<file path="config.mk">
export PLATFORM = sky130hd
export DESIGN_NAME = adc_host_ctrl
export DESIGN_NICKNAME = d
export VERILOG_FILES = /design/src/adc_host_pkg.sv /design/src/adc_host_ctrl.sv
export SDC_FILE = /design/constraint.sdc
export NUM_CORES = 1
export LEC_CHECK = 0
export BUFFER_PORTS_ARGS = -buffer_cell sky130_fd_sc_hd__buf_4
export CORE_MARGIN = 3
export CORE_UTILIZATION = 30
export CTS_CLUSTER_DIAMETER = 50
export DETAILED_ROUTE_END_ITERATION = 12
export PLACE_DENSITY_LB_ADDON = 0.05
export SLEW_MARGIN = 20
export SYNTH_ARGS = -nofsm -noshare
export SYNTH_HDL_FRONTEND = slang
export SYNTH_SLANG_ARGS = --single-unit
export TNS_END_PERCENT = 1
</file>
<file path="constraint.sdc">
create_clock -name ref_clk_in -period 7.32 [get_ports ref_clk_in]
set_input_delay 1.098 -clock ref_clk_in [delete_from_list [all_inputs] [get_ports ref_clk_in]]
set_output_delay 1.098 -clock ref_clk_in [all_outputs]
set_load 0.05 [all_outputs]
</file>
<file path="src/adc_host_pkg.sv">
// Constants and types for the converter host controller
package adc_host_pkg;
   // Device register addresses
   localparam logic [7:0] ADDR_CTRL0 = 8'h00;
   localparam logic [7:0] ADDR_CTRL1 = 8'h01;
   localparam logic [7:0] ADDR_CTRL2 = 8'h02;
   localparam logic [7:0] ADDR_CTRL3 = 8'h03;
   localparam logic [7:0] ADDR_CTRL4 = 8'h04;
   localparam logic [7:0] ADDR_CTRL5 = 8'h05;
   localparam logic [7:0] ADDR_RES_BASE = 8'h08;
   localparam logic [7:0] ADDR_RES_FIRST = 8'h08;
   localparam logic [7:0] ADDR_RES_SECOND = 8'h09;
   localparam logic [7:0] ADDR_INT_CTRL = 8'h10;
   localparam logic [7:0] ADDR_PORT_DIR = 8'h11;
   localparam logic [7:0] ADDR_ANALOG_SEL = 8'h12;
   localparam logic [7:0] ADDR_TRIG_DIR = 8'h13;
   // Bit positions
   localparam int C0_CH = 0;
   localparam int C0_MODE = 3;
   localparam int C0_TRIG = 5;
   localparam int C0_START = 6;
   localparam int C1_SWEEP = 0;
   localparam int C1_MODE_EXT = 2;
   localparam int C1_EXT_SEL = 4;
   localparam int C1_REF = 6;
   localparam int C2_SMP = 0;
   localparam int C2_GROUP = 1;
   localparam int C2_TSRC = 3;
   localparam int C3_DMA = 0;
   localparam int C3_MSS = 1;
   localparam int C5_EN = 0;
   localparam int C5_KIND = 1;
   localparam int C5_DIR = 2;
   localparam int INT_FLAG = 3;
   // Values written
   localparam logic [7:0] PORT_ALL_INPUT = 8'h00;
   localparam logic [7:0] ANALOG_ALL = 8'hFF;
   localparam logic [7:0] CONV_DIV_CODE = 8'h00;
   localparam logic [1:0] GROUP_BASIC = 2'h0;
   localparam logic [1:0] SWEEP_RESEL = 2'h0;
   // Timing
   localparam int CLK_PERIOD_NS = 100;
   localparam int REF_WAIT_NS = 1000;
   localparam int REF_WAIT_CYC = (REF_WAIT_NS + CLK_PERIOD_NS - 1) / CLK_PERIOD_NS;
   localparam int SAMPLE_CYC_PLAIN = 2;
   localparam int SAMPLE_CYC_HOLD = 3;
   localparam int RD_LAT_CYC = 4;
   localparam logic [3:0] STEP_REF_ON = 4'hA;
   localparam logic [3:0] STEP_START = 4'hC;

   typedef enum logic [9:0] {
      ST_IDLE = 10'h001,
      ST_CFG = 10'h002,
      ST_REFW = 10'h004,
      ST_GO = 10'h008,
      ST_SAMP = 10'h010,
      ST_POLL = 10'h020,
      ST_RES = 10'h040,
      ST_CLR = 10'h080,
      ST_HALT = 10'h100,
      ST_PWR = 10'h200
   } state_t;
endpackage

</file>
<file path="src/adc_host_ctrl.sv">
// Host sequencer that programs and reads the on-chip converter
`timescale 1ns/1ps
// What this block does
// - Group select 00, sweep off for extended
// - Wait 1 us after reference before start
// - Never join start and reference; no mid-run cut
// - Configure only while conversion stopped
// - Conversion clock kept within allowed band
// - Reselect pins after mode change
// - Read results only after request flag
// - Results undefined after a halt
// - No external trigger or reads under DMA
// - Disable interrupts before clearing start
// - Trigger pin made input for external trigger
// - Analog pins input and analog-selected
module adc_host_ctrl
(
   // Clock and reset
   input wire logic ref_clk_in,
   input wire logic rst_n_in,
   // User orders
   input wire logic cmd_start_in,
   input wire logic cmd_halt_in,
   input wire logic cmd_power_down_in,
   input wire logic [1:0] cfg_ext_pin_sel_in,
   input wire logic [2:0] cfg_channel_in,
   input wire logic [2:0] cfg_op_mode_in,
   input wire logic cfg_dma_in,
   input wire logic cfg_sample_hold_in,
   input wire logic cfg_trigger_ext_in,
   input wire logic [1:0] cfg_trig_src_in,
   input wire logic cfg_assist_en_in,
   input wire logic cfg_assist_kind_in,
   input wire logic cfg_assist_dir_in,
   // User status
   output logic busy_out,
   output logic done_out,
   output logic running_out,
   output logic [15:0] result_out,
   output logic result_valid_out,
   output logic result_undefined_out,
   // Device register port
   output logic [7:0] dev_addr_out,
   output logic [7:0] dev_wdata_out,
   output logic dev_wr_out,
   output logic dev_rd_out,
   input wire logic [15:0] dev_rdata_in
);
   typedef struct packed {
      adc_host_pkg::state_t st;
      logic [3:0] step;
      logic [7:0] cnt;
      logic [7:0] since_ref;
      logic [7:0] addr;
      logic [7:0] wdata;
      logic wr;
      logic rd;
      logic [15:0] s1;
      logic [15:0] s2;
      logic busy;
      logic done;
      logic rvalid;
      logic undef;
      logic running;
      logic flag_seen;
      logic int_off;
      logic [15:0] result;
      logic [1:0] ext;
      logic [2:0] ch;
      logic [2:0] mode;
      logic dma;
      logic smp;
      logic trig;
      logic [1:0] tsrc;
      logic ast_en;
      logic ast_kind;
      logic ast_dir;
   } ctl_t;

   ctl_t q;
   ctl_t d;

   // Address and data of each programming step
   function automatic logic [15:0] item(input logic [3:0] step, input ctl_t c);
      logic [7:0] a;
      logic [7:0] v;
      a = adc_host_pkg::ADDR_INT_CTRL;
      v = 8'h00;
      case (step)
         // flag cleared again once stopped
         // A conversion ending as the stop lands leaves a stale flag
         4'h0, 4'h2: a = adc_host_pkg::ADDR_INT_CTRL;
         4'h1: a = adc_host_pkg::ADDR_CTRL0;
         4'h3:
         begin
            a = adc_host_pkg::ADDR_CTRL2;
            v[adc_host_pkg::C2_SMP] = c.smp;
            v[adc_host_pkg::C2_GROUP +: 2] = adc_host_pkg::GROUP_BASIC;
            v[adc_host_pkg::C2_TSRC +: 2] = c.tsrc;
         end
         4'h4:
         begin
            a = adc_host_pkg::ADDR_CTRL3;
            v[adc_host_pkg::C3_DMA] = c.dma;
            v[adc_host_pkg::C3_MSS] = 1'b0;
         end
         4'h5:
         begin
            a = adc_host_pkg::ADDR_CTRL4;
            v = adc_host_pkg::CONV_DIV_CODE;
         end
         4'h6:
         begin
            a = adc_host_pkg::ADDR_CTRL5;
            v[adc_host_pkg::C5_EN] = c.ast_en;
            v[adc_host_pkg::C5_KIND] = c.ast_kind;
            v[adc_host_pkg::C5_DIR] = c.ast_dir;
         end
         4'h7: a = adc_host_pkg::ADDR_PORT_DIR;
         4'h8:
         begin
            a = adc_host_pkg::ADDR_ANALOG_SEL;
            v = adc_host_pkg::ANALOG_ALL;
         end
         4'h9: a = adc_host_pkg::ADDR_TRIG_DIR;
         4'hA:
         begin
            a = adc_host_pkg::ADDR_CTRL1;
            v[adc_host_pkg::C1_SWEEP +: 2] = adc_host_pkg::SWEEP_RESEL;
            v[adc_host_pkg::C1_MODE_EXT] = c.mode[2];
            v[adc_host_pkg::C1_EXT_SEL +: 2] = c.ext;
            v[adc_host_pkg::C1_REF] = 1'b1;
         end
         4'hB, 4'hC:
         begin
            a = adc_host_pkg::ADDR_CTRL0;
            v[adc_host_pkg::C0_CH +: 3] = c.ch;
            v[adc_host_pkg::C0_MODE +: 2] = c.mode[1:0];
            v[adc_host_pkg::C0_TRIG] = c.trig;
            v[adc_host_pkg::C0_START] = (step == adc_host_pkg::STEP_START);
         end
         default: a = adc_host_pkg::ADDR_INT_CTRL;
      endcase
      return {a, v};
   endfunction

   always_comb
   begin
      logic [15:0] it;
      it = 16'h0000;
      d = q;
      d.s1 = dev_rdata_in;
      d.s2 = q.s1;
      d.wr = 1'b0;
      d.rd = 1'b0;
      d.done = 1'b0;
      d.since_ref = (q.since_ref == 8'hFF) ? q.since_ref : q.since_ref + 8'h01;
      case (q.st)
         adc_host_pkg::ST_IDLE:
         begin
            if (cmd_start_in)
            begin
               d.ext = cfg_ext_pin_sel_in;
               d.ch = cfg_channel_in;
               d.mode = cfg_op_mode_in;
               d.dma = cfg_dma_in;
               d.smp = cfg_sample_hold_in;
               d.trig = cfg_trigger_ext_in & ~cfg_dma_in;
               d.tsrc = cfg_trig_src_in;
               d.ast_en = cfg_assist_en_in;
               d.ast_kind = cfg_assist_kind_in;
               d.ast_dir = cfg_assist_dir_in;
               d.step = 4'h0;
               d.busy = 1'b1;
               d.rvalid = 1'b0;
               d.st = adc_host_pkg::ST_CFG;
            end
            else if (cmd_halt_in && q.running)
            begin
               d.step = 4'h0;
               d.busy = 1'b1;
               d.st = adc_host_pkg::ST_HALT;
            end
            else if (cmd_power_down_in && !q.running)
            begin
               d.busy = 1'b1;
               d.st = adc_host_pkg::ST_PWR;
            end
         end
         adc_host_pkg::ST_CFG, adc_host_pkg::ST_GO:
         begin
            // stop is written before any config
            it = item(q.step, q);
            d.addr = it[15:8];
            d.wdata = it[7:0];
            d.wr = 1'b1;
            d.step = q.step + 4'h1;
            d.int_off = (it[15:8] == adc_host_pkg::ADDR_INT_CTRL);
            if (q.step == 4'h1 && q.running)
            begin
               d.running = 1'b0;
               d.undef = 1'b1;
            end
            if (q.step == adc_host_pkg::STEP_REF_ON)
            begin
               d.since_ref = 8'h00;
               d.st = adc_host_pkg::ST_REFW;
            end
            if (q.step == adc_host_pkg::STEP_START)
            begin
               d.running = 1'b1;
               d.undef = 1'b0;
               d.flag_seen = 1'b0;
               d.cnt = q.smp ? 8'(adc_host_pkg::SAMPLE_CYC_HOLD - 1)
                             : 8'(adc_host_pkg::SAMPLE_CYC_PLAIN - 1);
               d.st = adc_host_pkg::ST_SAMP;
            end
         end
         adc_host_pkg::ST_REFW:
         begin
            if (q.since_ref >= 8'(adc_host_pkg::REF_WAIT_CYC - 1))
               d.st = adc_host_pkg::ST_GO;
         end
         adc_host_pkg::ST_SAMP:
         begin
            d.cnt = q.cnt - 8'h01;
            if (q.cnt == 8'h00)
            begin
               d.addr = adc_host_pkg::ADDR_INT_CTRL;
               d.rd = 1'b1;
               d.cnt = 8'(adc_host_pkg::RD_LAT_CYC - 1);
               d.st = adc_host_pkg::ST_POLL;
            end
         end
         adc_host_pkg::ST_POLL:
         begin
            d.cnt = q.cnt - 8'h01;
            if (cmd_halt_in)
            begin
               d.step = 4'h0;
               d.st = adc_host_pkg::ST_HALT;
            end
            else if (q.cnt == 8'h00)
            begin
               d.cnt = 8'(adc_host_pkg::RD_LAT_CYC - 1);
               d.rd = 1'b1;
               // result read waits for the flag
               if (q.s2[adc_host_pkg::INT_FLAG])
               begin
                  d.flag_seen = 1'b1;
                  // results sit in first; left to DMA
                  if (q.dma)
                  begin
                     d.rd = 1'b0;
                     d.st = adc_host_pkg::ST_CLR;
                  end
                  else
                  begin
                     if (q.ext == 2'h1)
                        d.addr = adc_host_pkg::ADDR_RES_FIRST;
                     else if (q.ext == 2'h2)
                        d.addr = adc_host_pkg::ADDR_RES_SECOND;
                     else
                        d.addr = adc_host_pkg::ADDR_RES_BASE + {5'h00, q.ch};
                     d.st = adc_host_pkg::ST_RES;
                  end
               end
            end
         end
         adc_host_pkg::ST_RES:
         begin
            d.cnt = q.cnt - 8'h01;
            if (q.cnt == 8'h00)
            begin
               d.result = q.s2;
               d.rvalid = 1'b1;
               d.st = adc_host_pkg::ST_CLR;
            end
         end
         adc_host_pkg::ST_CLR:
         begin
            // Clearing the flag lets repeat modes flag again
            d.addr = adc_host_pkg::ADDR_INT_CTRL;
            d.wdata = 8'h00;
            d.wr = 1'b1;
            d.int_off = 1'b1;
            d.flag_seen = 1'b0;
            d.done = 1'b1;
            d.busy = 1'b0;
            d.st = adc_host_pkg::ST_IDLE;
         end
         adc_host_pkg::ST_HALT:
         begin
            it = item(q.step, q);
            d.addr = it[15:8];
            d.wdata = it[7:0];
            d.wr = 1'b1;
            d.int_off = (q.step == 4'h0);
            d.step = q.step + 4'h1;
            if (q.step == 4'h1)
            begin
               d.running = 1'b0;
               d.undef = 1'b1;
               d.rvalid = 1'b0;
               d.busy = 1'b0;
               d.st = adc_host_pkg::ST_IDLE;
            end
         end
         adc_host_pkg::ST_PWR:
         begin
            d.addr = adc_host_pkg::ADDR_CTRL1;
            d.wdata = 8'h00;
            d.wr = 1'b1;
            d.int_off = 1'b0;
            d.busy = 1'b0;
            d.st = adc_host_pkg::ST_IDLE;
         end
         default: d.st = adc_host_pkg::ST_IDLE;
      endcase
   end

   always_ff @(posedge ref_clk_in or negedge rst_n_in)
   begin
      if (!rst_n_in)
      begin
         q <= '0;
         q.st <= adc_host_pkg::ST_IDLE;
         q.since_ref <= 8'hFF;
      end
      else
         q <= d;
   end

   assign busy_out = q.busy;
   assign done_out = q.done;
   assign running_out = q.running;
   assign result_out = q.result;
   assign result_valid_out = q.rvalid;
   assign result_undefined_out = q.undef;
   assign dev_addr_out = q.addr;
   assign dev_wdata_out = q.wdata;
   assign dev_wr_out = q.wr;
   assign dev_rd_out = q.rd;

   localparam int REF_MIN = adc_host_pkg::REF_WAIT_CYC;
endmodule

</file>
After elaboration in Yosys (flattened, before gate mapping). Index checks and enable logic that the tools add are counted.

Add/sub/neg operators: 4. Multiply operators: 0. Divide/modulo/power cells: 0. $lt $le $gt $ge: 1. Equal/unequal tests: 41. Shift operators: 0. Muxes and demuxes: 60. Bitwise logic cells: 2. Reductions and logical operators: 26.

Operator list (number): 10-bit 2-to-1 mux (11); 8-bit 2-to-1 mux (13); 10-bit case mux with 7 select lines (1); 5-bit case mux with 9 select lines (1); 8-bit case mux with 5 select lines (1); 8-bit case mux with 4 select lines (1); 2-bit != test, second input constant (11); 4-bit equality test, second input constant (5); 9-bit case mux with 2 select lines (1); 4-bit by 3-bit equality test with 1-bit output, second input constant (4); 3-bit != test, second input constant (5); 14-bit 2-to-1 mux (1); 1-bit 2-to-1 mux (13); 4-bit case mux with 3 select lines (1); 10-bit by 1-bit equality test with 1-bit output, second input constant (1); 10-bit equality test, second input constant (1); 10-bit by 2-bit equality test with 1-bit output, second input constant (1); 10-bit by 3-bit equality test with 1-bit output, second input constant (1); 10-bit by 4-bit equality test with 1-bit output, second input constant (1); 10-bit by 5-bit equality test with 1-bit output, second input constant (1); 10-bit by 6-bit equality test with 1-bit output, second input constant (1); 10-bit by 7-bit equality test with 1-bit output, second input constant (1); 10-bit by 8-bit equality test with 1-bit output, second input constant (1); 10-bit by 9-bit equality test with 1-bit output, second input constant (1); 37 further kinds (55).

Register bits: 117. Latch bits: 0. Memory bits (writable): 0. ROM bits: 0. Bits of input ports: 37. Logic and storage cells: 160. Memories kept: 0.

Longest topological paths before layout. Gate-level depths: netlist (run 1).

Depth in word-level cells: 8. Mapped depth: 10.

Worst setup path before layout (run 1). No wires, ideal clock.

Path kind: input to register. Start point: input cmd_halt_in. End point: register q[112] in the netlist's numbering. Setup time: 125 ps. Arrival time: 2282 ps. Data required time: 7195 ps. Setup slack: 4913 ps. Cell stages on the path: 5. Buffers on the path: 1. Cells stage by stage: clkbuf_1 > nand2_1 > a32oi_1 > nand4_2 > mux2_2.

Word-level cells in the longest chain between the ends: 4. Elaborated cells between the ends (all ways): 9. Classes of those cells: eq/ne: 3; mux: 4; reduce/logical: 2.

Ends and longest elaborated chain: from (decl) (RTL line adc_host_ctrl.sv:23) `input wire logic cmd_halt_in,`; 1-bit logical AND (RTL line adc_host_ctrl.sv:178) `else if (cmd_halt_in && q.running)`; 10-bit 2-to-1 mux (RTL line adc_host_ctrl.sv:178); 14-bit 2-to-1 mux (RTL line adc_host_ctrl.sv:161) `if (cmd_start_in)`; 10-bit case mux with 7 select lines (RTL line adc_host_ctrl.sv:158) `case (q.st)`; to (decl) (RTL line adc_host_ctrl.sv:80) `ctl_t q;`.

Several ways; a longest one is shown, not always the timed one. A chain may end at the register's enable or synchronous reset.

Worst setup path after layout (run 1).
Start point: register q[110] in the netlist's numbering. End point: register q, in the netlist dev_addr_out[4].

Word-level cells in the longest chain between the ends: 4. Elaborated cells between the ends (all ways): 16. Classes of those cells: eq/ne: 12; mux: 1; reduce/logical: 3.

Ends and longest elaborated chain: 10-bit by 9-bit equality test with 1-bit output, or another cell as far along; 3-bit OR reduction (no line); 5-bit nonzero test (no line); 6-bit AND reduction (no line).

Several ways; a longest one is shown, not always the timed one.

==> qor.txt, run 1 <==
initial antenna violation count: 0
ys flop type: dfrtp_1
mean routed wirelength per cell: 17.1 um
main combinational cell family by area after synthesis: simple AND/OR/NAND/NOR gates
GP Congestion: 0.830
Synth top cells by count: 105 x dfrtp_1, 38 x nor2_1, 37 x nand2_1
CP Class: reg -> reg
Clock power frac: 38.1%
Avg Cell Area, Syn: 10.6 um^2
Routed Antenna Nets: 0
largest net degree at the start of global routing: 74
Post-synth ARST share: 100%
HP Start: d[48]
Crit Path Max Fanout: 11
Initial DRC Count: 271
fin crit share: 39.9%
CORE AREA: 0.0181 mm^2
Worst-Margin Slew: 0.927 ns
via count: 3,978
NetSw: 0.764 mW
RSZ-0062 raised after global routing: false
pre-CTS worst setup slack: 4.38 ns
post-synthesis compound-gate area fraction: 12.9%
WP data arrival: 3.21 ns
Adder-Cell Fraction of Synth Area: 2.20%
dpl hpwl: 9.63 mm
total wire length: 13.8 mm
worst relative slew slack: 38.1%
fmax: 342 MHz
Setup TNS Final: 0 ns
Total Power: 2.17 mW
CP top delay family: simple AND/OR/NAND/NOR gates
layout net count: 610
Crit path required time: 7.61 ns
final hold violations: 0
Slew Viols, Final: 0
hold depth: 0
setup bufs post-CTS: 0
reg2reg setup slack: 4.40 ns
Die W: 142 um
Sw Share: 35.2%
max cap viols: 0
Root Buffer: clkbuf_16
R2R cell count: 5
number of antenna diodes: 0
overall track demand over capacity in global routing: 14.1%
clk_lat worst skew: 0.41 ns
CP endpoint kind: register
CTS Hold Bufs: 0
first-pass GRT wire length: 22.0 mm
Post-Synth XOR/XNOR Area: 1.57%
Hold WS: 0.347 ns
Comb pwr share: 25.2%
Post-Syn Area: 0.00557 mm^2
Starting Density: 30.8%
clock skew: 0.0103 ns
Mapped Cells: 528
I/O pin total: 76
cell area power density: 328 mW/mm^2
max incr delay on CP: 0.77 ns
flops & latches, synth: 114
Clk pin slew, worst setup/hold paths: 0.06 ns
Leakage: 3.00 nW
synth top area cells: dfrtp_1 47%, mux2_2 6.7%, buf_4 4.6%
most used standard cell by instance count after synthesis: dfrtp_1
Buffers on Ports: 72
Min-Delay Path Class: reg -> reg
warnings from Yosys: 0
Post-Synth Simple-Gate Area: 17.4%
Pint: 1.41 mW
mux cell area share after synthesis: 6.94%
CTS tree: built
min Tclk post-route: 2.92 ns
Detailed Routing Iterations Pass 1: 4
sink of the worst hold path: q[48]
crit start category: register
share of layout cells above drive strength 1: 27.9%
Num CTS Buffers: 17
Congestion Overflow GR: 0
number of enable flip-flop cells after synthesis: 0
r2r startpoint: q[110]
Bufs on Longest Clock Path: 2
share of power burned in registers: 36.8%
post-synthesis sequential area ratio: 51.4%
area grow syn2layout: 19.0%
Worst Setup Slack, final: 4.40 ns
top-area cell type share of the netlist area: 47.2%
Peak VDD IR: 0.000233 V
crit-path cells: or4_1 > nor4b_4 > a211oi_2 > a221o_1 > mux2_4
RR Endpoint: dev_addr_out[4]
CP bufs+invs: 0
drt via density: 4.94
die footprint: 0.0202 mm^2
Post-CTS Resized: 0
Synth cell types: 64
drt drc: 0
row count: 49
status: finished clean
Die Height: 142 um
final setup vio count: 0
Worst path slowest cell: or4_1
vias in the first global route: 3,928
H-Tree Depth: 4
most area-hungry cell type in the Yosys netlist: dfrtp_1
Sink Count: 114
[worst max-delay path by stage]
stage | start | slack, ns | cells after the start | endpoint
final | q[110] | 4.40 | 5 | dev_addr_out[4]
after floorplan | cmd_halt_in | 4.91 | 5 | q[112]
after CTS | q[117] | 4.37 | 4 | result_out[5]
after global routing | q[109] | 4.25 | 5 | dev_addr_out[4]
after detailed placement | q[117] | 4.38 | 4 | result_out[5]
after global placement | q[117] | 4.42 | 4 | result_out[15]
[stage by stage]
stage	std cells	cell area, um^2	utilization (%)
after CTS	806	6630	36.7
final	806	6630	36.7
after floorplan	530	5580	-
after global placement	774	6050	33.4
after global routing	806	6630	36.7
after detailed placement	774	6050	33.4
[logic make-up (layout without fill, tap and decap cells)]
logic type / count (synthesis) / after routing
muxes: 34 / 34
and+or+nand+nor: 175 / 175
AOI/OAI and AO/OA: 113 / 113
adders and majority gates: 10 / 10
buffers and inverters: 71 / 118
xor gates and xnor gates: 10 / 10
DFF: 114 / 114
other: 1 / 3
[power groups by stage]
stage	Combinational, mW	Sequential [mW]	Clock [mW]
2_1_floorplan	0.400	0.789	0
3_3_place_gp	0.547	0.807	0
3_5_place_dp	0.549	0.810	0
4_1_cts	0.552	0.798	0.851
5_1_grt	0.606	0.810	0.875
6_report	0.546	0.798	0.826
[cell usage in the layout, fill, tap and decap left out, drive strengths merged, types with 3 or more instances in the layout]
cell    count
or4         6
nand2b     10
nor2b       4
a21oi      25
inv        23
xor2        4
conb        3
clkbuf     17
o21ai      36
and3        8
nand3      14
a31oi       5
a21o       12
nor3b       6
nand4       4
a22o        7
or3         6
nor2       39
ha          9
dfstp       9
mux2       34
or2         3
nor4b       3
o31ai       5
a32oi       3
nand2      37
nor4       10
and2        3
dfrtp     105
xnor2       6
a211oi      4
nor3       16
buf        74
[flip-flops by register name, indices dropped and copies added (netlist names)]
register	cells
done_out	1
dev_addr_out	5
running_out	1
dev_rd_out	1
result_out	16
result_undefined_out	1
result_valid_out	1
busy_out	1
d	16
dev_wr_out	1
dev_wdata_out	8
q	62
[layer usage]
| layer | track usage (%) | share of wire, % | vias up | wire, um |
|---|---|---|---|---|
| met5 | 0 | 0 | - | 0 |
| met4 | 5.71 | 2.3 | 0 | 311 |
| met3 | 4.91 | 6.0 | 20 | 823 |
| met2 | 19.9 | 45 | 98 | 6190 |
| met1 | 19.7 | 47 | 1926 | 6490 |
| li1 | - | - | 1934 | - |
[final cells by class]
| cell class | instances | area, um^2 |
|---|---|---|
| Fill cell | 1817 | 11500 |
| Sequential cell | 114 | 2860 |
| Multi-Input combinational cell | 345 | 2290 |
| Timing Repair Buffer | 74 | 556 |
| Clock buffer | 17 | 425 |
| Tap cell | 229 | 287 |
| Clock inverter | 15 | 158 |
| Inverter | 12 | 45.0 |
Power figures use the tool's default switching activity.
==> inputs of run 2 (changes only) <==
==> constraint.sdc (replaced) <==
create_clock -name ref_clk_in -period 3 [get_ports ref_clk_in]
set_input_delay 0.45 -clock ref_clk_in [delete_from_list [all_inputs] [get_ports ref_clk_in]]
set_output_delay 0.45 -clock ref_clk_in [all_outputs]
set_load 0.05 [all_outputs]
==> run 2 against run 1 <==
First-iteration DRC count is 2.6% higher; clock power grew to 2.6 times the previous value; cell count grew 2.2%; via count increased by 3.0%; combinational power rose to 2.6 times the previous value; total power grew to 2.5 times the previous value; utilization is 1.1 points higher; sequential cell count did not move; critical path type unchanged; largest cell class unchanged; highest routed layer unchanged.
==> qor.txt, run 2 (synthesized netlist as in run 1, its figures left out) <==
status: finished clean
number of antenna diodes: 0 (unchanged)
clock skew: 0.0150 ns (+0.00464 ns)
CTS tree: built
Sink Count: 114 (unchanged)
Leakage: 3.11 nW (+3.7%)
reg2reg setup slack: 0.35 ns (-4.05 ns)
Routed Antenna Nets: 0 (unchanged)
commonest non-fill, non-tap cell in the layout: dfrtp_1
Initial DRC Count: 278 (+2.6%)
setup bufs post-CTS: 0 (unchanged)
WP data arrival: 2.95 ns (-0.26 ns)
design area: 0.00682 mm^2 (+2.9%)
final setup vio count: 0 (unchanged)
drt via density: 4.97 (+0.74%)
Die Height: 142 um (unchanged)
share of power burned in registers: 35.3% (-1.5 points)
worst relative slew slack: 62.7% (+25 points)
dpl hpwl: 9.97 mm (+3.6%)
highest-count cells in the layout ignoring fill and taps: 105 x dfrtp_1, 90 x buf_4, 38 x nor2_1
Clk pin slew, worst setup/hold paths: 0.06 ns (about the same)
most flop-heavy register: q
Non-Filler Instances: 824 (+2.2%)
Sw Share: 33.2% (-2.0 points)
Pint: 3.67 mW (+160%)
Slew Viols, Final: 0 (unchanged)
CORE AREA: 0.0181 mm^2 (unchanged)
Total Power: 5.50 mW (+150%)
Worst Setup Slack, final: 0.350 ns (-4.05 ns)
vias in the first global route: 4,086 (+4.0%)
Worst-Margin Slew: 0.556 ns (-0.371 ns)
GP Congestion: 0.858 (+3.4%)
cell area power density: 806 mW/mm^2 (+150%)
filler instances: 1,768 (-2.7%)
Comb pwr share: 26.0% (+0.8 points)
Crit path required time: 3.30 ns (-4.31 ns)
largest net degree at the start of global routing: 64 (-14%)
drt drc: 0 (unchanged)
R2R cell count: 5 (unchanged)
Setup TNS Final: 0 ns (unchanged)
share of layout cells above drive strength 1: 29.9% (+2.0 points)
fmax: 377 MHz (+10%)
clk_lat worst skew: 0.42 ns (about the same)
NetSw: 1.83 mW (+140%)
H-Tree Depth: 4 (unchanged)
CP Class: reg -> reg
crit start category: register
Buffers on Ports: 72 (unchanged)
max cap viols: 0 (unchanged)
mean routed wirelength per cell: 16.7 um (-2.4%)
overall track demand over capacity in global routing: 14.4% (+0.25 points)
I/O pin total: 76 (unchanged)
final hold violations: 0 (unchanged)
Placed Cells: 791 (+2.2%)
initial antenna violation count: 0 (unchanged)
Largest register FFs: 62 (unchanged)
Num CTS Buffers: 17 (unchanged)
Detailed Routing Iterations Pass 1: 5 (+1)
Min-Delay Path Class: in -> reg
min Tclk post-route: 2.65 ns (-0.269 ns)
layout net count: 628 (+3.0%)
Die W: 142 um (unchanged)
CTS Hold Bufs: 1 (+1)
fin crit share: 88.3% (+48 points)
row count: 49 (unchanged)
Crit Path Max Fanout: 11 (unchanged)
Post-CTS Resized: 0 (unchanged)
Congestion Overflow GR: 0 (unchanged)
area grow syn2layout: 22.4%
Hold WS: 0.132 ns (-0.215 ns)
Clock power frac: 38.7% (+0.6 points)
total wire length: 13.8 mm (-0.24%)
Starting Density: 30.8% (unchanged)
first-pass GRT wire length: 22.5 mm (+2.2%)
CP endpoint kind: register
pre-CTS worst setup slack: 0.350 ns (-4.03 ns)
die footprint: 0.0202 mm^2 (unchanged)
Bufs on Longest Clock Path: 2 (unchanged)
Finished Core Util: 37.7% (+1.1 points)
DP Area: 0.00619 mm^2 (+2.3%)
Peak VDD IR: 0.000389 V (+67%)
hold depth: 1 (+1)
RSZ-0062 raised after global routing: false
Root Buffer: clkbuf_16
via count: 4,097 (+3.0%)
## run 2: cell count changes in the layout (fill, tap and decap cells not counted)
cell and change:
dlygate4sd3_1 +1, bufinv_16 +2, clkinv_4 +3, inv_6 -4
inv_8 -1, buf_4 +16, buf_12 +1
## run 2: layout make-up
type	instances	area [um^2]	area share, %
Tap cell	229	287	4.20
Clock buffer	17	425	6.24
Multi-Input combinational cell	345	2290	33.7
Inverter	12	45.0	0.661
Timing Repair Buffer	92	706	10.3
Clock inverter	15	198	2.90
Sequential cell	114	2860	42.0
## run 2: per-layer routing
layer	track usage, %	share of wire, %
met1	19.7	47
met2	21.4	46
met3	4.17	5.3
met4	5.71	1.8
met5	0	0
## run 2: worst max-delay path, stage by stage (launching register included)
cell      delay, ns
dfrtp_1        0.49
or4_1          0.77
nor4b_4        0.41
a211oi_2       0.10
a221o_1        0.44
mux2_4         0.33
## run 2: worst paths after layout
check | start | to
hold reg to reg | d[47] | q[47]
setup reg to reg | q[110] | dev_addr_out[4]
hold / removal | dev_rdata_in[0] | d[39]
setup / recovery | q[110] | dev_addr_out[4]
max in group asynchronous | rst_n_in | q[91]
min in group asynchronous | rst_n_in | busy_out
## run 2: power groups by stage
stage / logic [mW] / clock network (mW) / registers (mW)
2_1_floorplan: 0.976 / 0 / 1.92
3_3_place_gp: 1.44 / 0 / 1.96
3_5_place_dp: 1.43 / 0 / 1.97
4_1_cts: 1.44 / 2.19 / 1.94
5_1_grt: 1.59 / 2.26 / 1.98
6_report: 1.43 / 2.13 / 1.94
==> inputs of run 3 (changes only) <==
--- a/config.mk
+++ b/config.mk
@@ -5,9 +5,10 @@
 export SDC_FILE = /design/constraint.sdc
 export NUM_CORES = 1
 export LEC_CHECK = 0
+export ABC_AREA = 1
 export BUFFER_PORTS_ARGS = -buffer_cell sky130_fd_sc_hd__buf_4
 export CORE_MARGIN = 3
-export CORE_UTILIZATION = 30
+export CORE_UTILIZATION = 52
 export CTS_CLUSTER_DIAMETER = 50
 export DETAILED_ROUTE_END_ITERATION = 12
 export PLACE_DENSITY_LB_ADDON = 0.05
==> run 3 against run 2 <==
The run now ends with hold timing left; sequential cell count stayed put; utilization is 27 points higher; die area is 39% lower; setup slack better by 0.47 ns; register-to-register slack better by 0.47 ns; sequential share of layout area is 0.23 points lower; routed wire length is 2.5% lower; synthesized cell count is 29% higher; largest power group is now registers.
==> qor.txt, run 3 <==
status: complete, but fails checks
failing checks: hold timing
Crit path required time: 3.42 ns (+0.12 ns)
clk_lat worst skew: 0.53 ns (+0.11 ns)
Die W: 112 um (-22%)
total wire length: 13.4 mm (-2.5%)
fin crit share: 72.8% (-16 points)
Clk pin slew, worst setup/hold paths: 0.06 ns (about the same)
CP endpoint kind: register
mean routed wirelength per cell: 15.3 um (-8.8%)
final hold violations: 12 (+12)
commonest non-fill, non-tap cell in the layout: nand2_1
Post-synth ARST share: 100% (unchanged)
crit-path cells: nor2_4 > nand3_2 > nor2_4 > inv_2 > nor2_8 > inv_2 > or2_1 > o21a_1
Die Height: 112 um (-22%)
fmax: 458 MHz (+21%)
initial antenna violation count: 0 (unchanged)
WP data arrival: 2.61 ns (-0.34 ns)
Num CTS Buffers: 17 (unchanged)
drt via density: 5.27 (+5.9%)
CTS tree: built
Congestion Overflow GR: 0 (unchanged)
number of enable flip-flop cells after synthesis: 0 (unchanged)
Initial DRC Count: 342 (+23%)
synth top area cells: dfrtp_1 45%, nand2_1 11%, inv_1 5.4%
ys flop type: dfrtp_1
first-pass GRT wire length: 22.6 mm (+0.61%)
GP Congestion: 0.963 (+12%)
flops & latches, synth: 114 (unchanged)
warnings from Yosys: 0 (unchanged)
post-synthesis sequential area ratio: 49.4% (-2.0 points)
cell area power density: 920 mW/mm^2 (+14%)
crit start category: register
most used standard cell by instance count after synthesis: nand2_1
Buffers on Ports: 72 (unchanged)
clock skew: 0.00583 ns (-0.00915 ns)
Crit Path Max Fanout: 27 (+16)
Bufs on Longest Clock Path: 2 (unchanged)
Routed Antenna Nets: 0 (unchanged)
Worst-Margin Slew: 0.600 ns (+0.0442 ns)
H-Tree Depth: 4 (unchanged)
Sink Count: 114 (unchanged)
Setup TNS Final: 0 ns (unchanged)
Starting Density: 54.9% (+24 points)
share of layout cells above drive strength 1: 22.0% (-7.9 points)
CTS Hold Bufs: 0 (-1)
dpl hpwl: 9.74 mm (-2.3%)
most flop-heavy register: q
Post-Syn Area: 0.00579 mm^2 (+4.0%)
RSZ-0062 raised after global routing: false
Post-CTS Resized: 0 (unchanged)
Synth top cells by count: 172 x nand2_1, 105 x dfrtp_1, 83 x inv_1
Avg Cell Area, Syn: 8.53 um^2 (-19%)
setup bufs post-CTS: 0 (unchanged)
Worst path slowest cell: dfrtp_1
Hold WS: -0.0175 ns (-0.149 ns)
design area: 0.00686 mm^2 (+0.55%)
Synth cell types: 43 (-33%)
most area-hungry cell type in the Yosys netlist: dfrtp_1
Mapped Cells: 679 (+29%)
Finished Core Util: 65.0% (+27 points)
Slew Viols, Final: 0 (unchanged)
via count: 4,641 (+13%)
CP Class: reg -> reg
Peak VDD IR: 0.000825 V (+110%)
row count: 37 (-24%)
vias in the first global route: 4,575 (+12%)
number of antenna diodes: 0 (unchanged)
I/O pin total: 76 (unchanged)
highest-count cells in the layout ignoring fill and taps: 172 x nand2_1, 105 x dfrtp_1, 83 x inv_1
drt drc: 0 (unchanged)
max incr delay on CP: 0.41 ns (-0.36 ns)
Detailed Routing Iterations Pass 1: 6 (+1)
min Tclk post-route: 2.19 ns (-0.465 ns)
Min-Delay Path Class: in -> async
max cap viols: 0 (unchanged)
Leakage: 3.70 nW (+19%)
CORE AREA: 0.0106 mm^2 (-42%)
top-area cell type share of the netlist area: 45.4% (-1.8 points)
Root Buffer: clkbuf_8
final setup vio count: 0 (unchanged)
area grow syn2layout: 18.4%
layout net count: 778 (+24%)
worst relative slew slack: 60.0% (-2.7 points)
overall track demand over capacity in global routing: 22.9% (+8.5 points)
die footprint: 0.0124 mm^2 (-39%)
largest net degree at the start of global routing: 115 (+80%)
Largest register FFs: 62 (unchanged)
DP Area: 0.00623 mm^2 (+0.73%)
-- run 3: changes by cell type in the layout (fill, tap and decap cells not counted), moves of 12 or more --
cell / before / now
nand2_1: 37 / 172
inv_1: 12 / 83
nand3_1: 14 / 55
mux2_2: 33 / 6
buf_4: 90 / 72
nor2_1: 38 / 51
a21o_1: 12 / 0
-- run 3: cell type report --
class	count	area [um^2]
Tap cell	136	170
Inverter	90	338
Clock inverter	13	184
Fill cell	874	3700
Timing Repair Buffer	73	561
Clock buffer	19	442
Sequential cell	114	2860
Multi-Input combinational cell	436	2300
-- run 3: report_power, final --
group | internal, mW | total, mW | switching [mW]
Sequential | 1.89 | 2.12 | 0.227
Combinational | 0.650 | 2.10 | 1.45
Clock | 1.39 | 2.10 | 0.706
Total | 3.93 | 6.31 | 2.38
-- run 3: through the flow --
step | hold WS (ns) | setup WS, ns | std cells | power, mW
finish | -0.0175 | 0.815 | 881 | 6.31
global placement | 0.332 | 0.884 | 849 | 4.16
global route | 0.00253 | 0.557 | 881 | 6.74
floorplan | 0.154 | 1.32 | 681 | 3.71
CTS | 0.00555 | 0.840 | 881 | 6.35
detailed placement | 0.335 | 0.848 | 849 | 4.22
-- run 3: per-layer routing --
layer  up-vias  track usage [%]  part of all wire [%]  routed length [um]
met1      2206             30.6                    45                6020
met4         0             8.19                   2.1                 282
met3        27             5.71                   5.3                 714
li1       2256                -                     -                   -
met2       152             36.4                    48                6420
met5         -                0                     0                   0
-- run 3: critical path, delay by kind of cell (launching register included) --
family,cells,cell delay (ns)
buf+inv,2,0.26
simple gates,5,1.30
flops,1,0.41
compound gates,1,0.11
-- run 3: final timing paths --
path / start / end / slack [ns] / cells after the start
min in group ref_clk_in: dev_rdata_in[4] / d[43] / 0.03 / 1
min reg2reg: d[45] / q[45] / 0.34 / 0
max reg2reg: q[118] / q[7] / 0.81 / 8
min: rst_n_in / d[47] / -0.02 / 2
max in group asynchronous: rst_n_in / q[8] / 2.56 / 2
max: q[118] / q[7] / 0.81 / 8
-- run 3: kinds of logic (layout without fill, tap and decap cells) --
logic type / after synthesis / count (layout) / share of synthesized area (%)
XOR/XNOR: 2 / 2 / 0.302
flip-flops: 114 / 114 / 49.4
other: 1 / 3 / 0.0647
AND/OR/NAND/NOR: 325 / 325 / 25.5
adder cells (fa/ha/maj): 9 / 9 / 1.94
multiplexers: 16 / 16 / 3.76
AO/OA/AOI/OAI: 81 / 81 / 8.01
buffers and inverters: 131 / 195 / 11.0
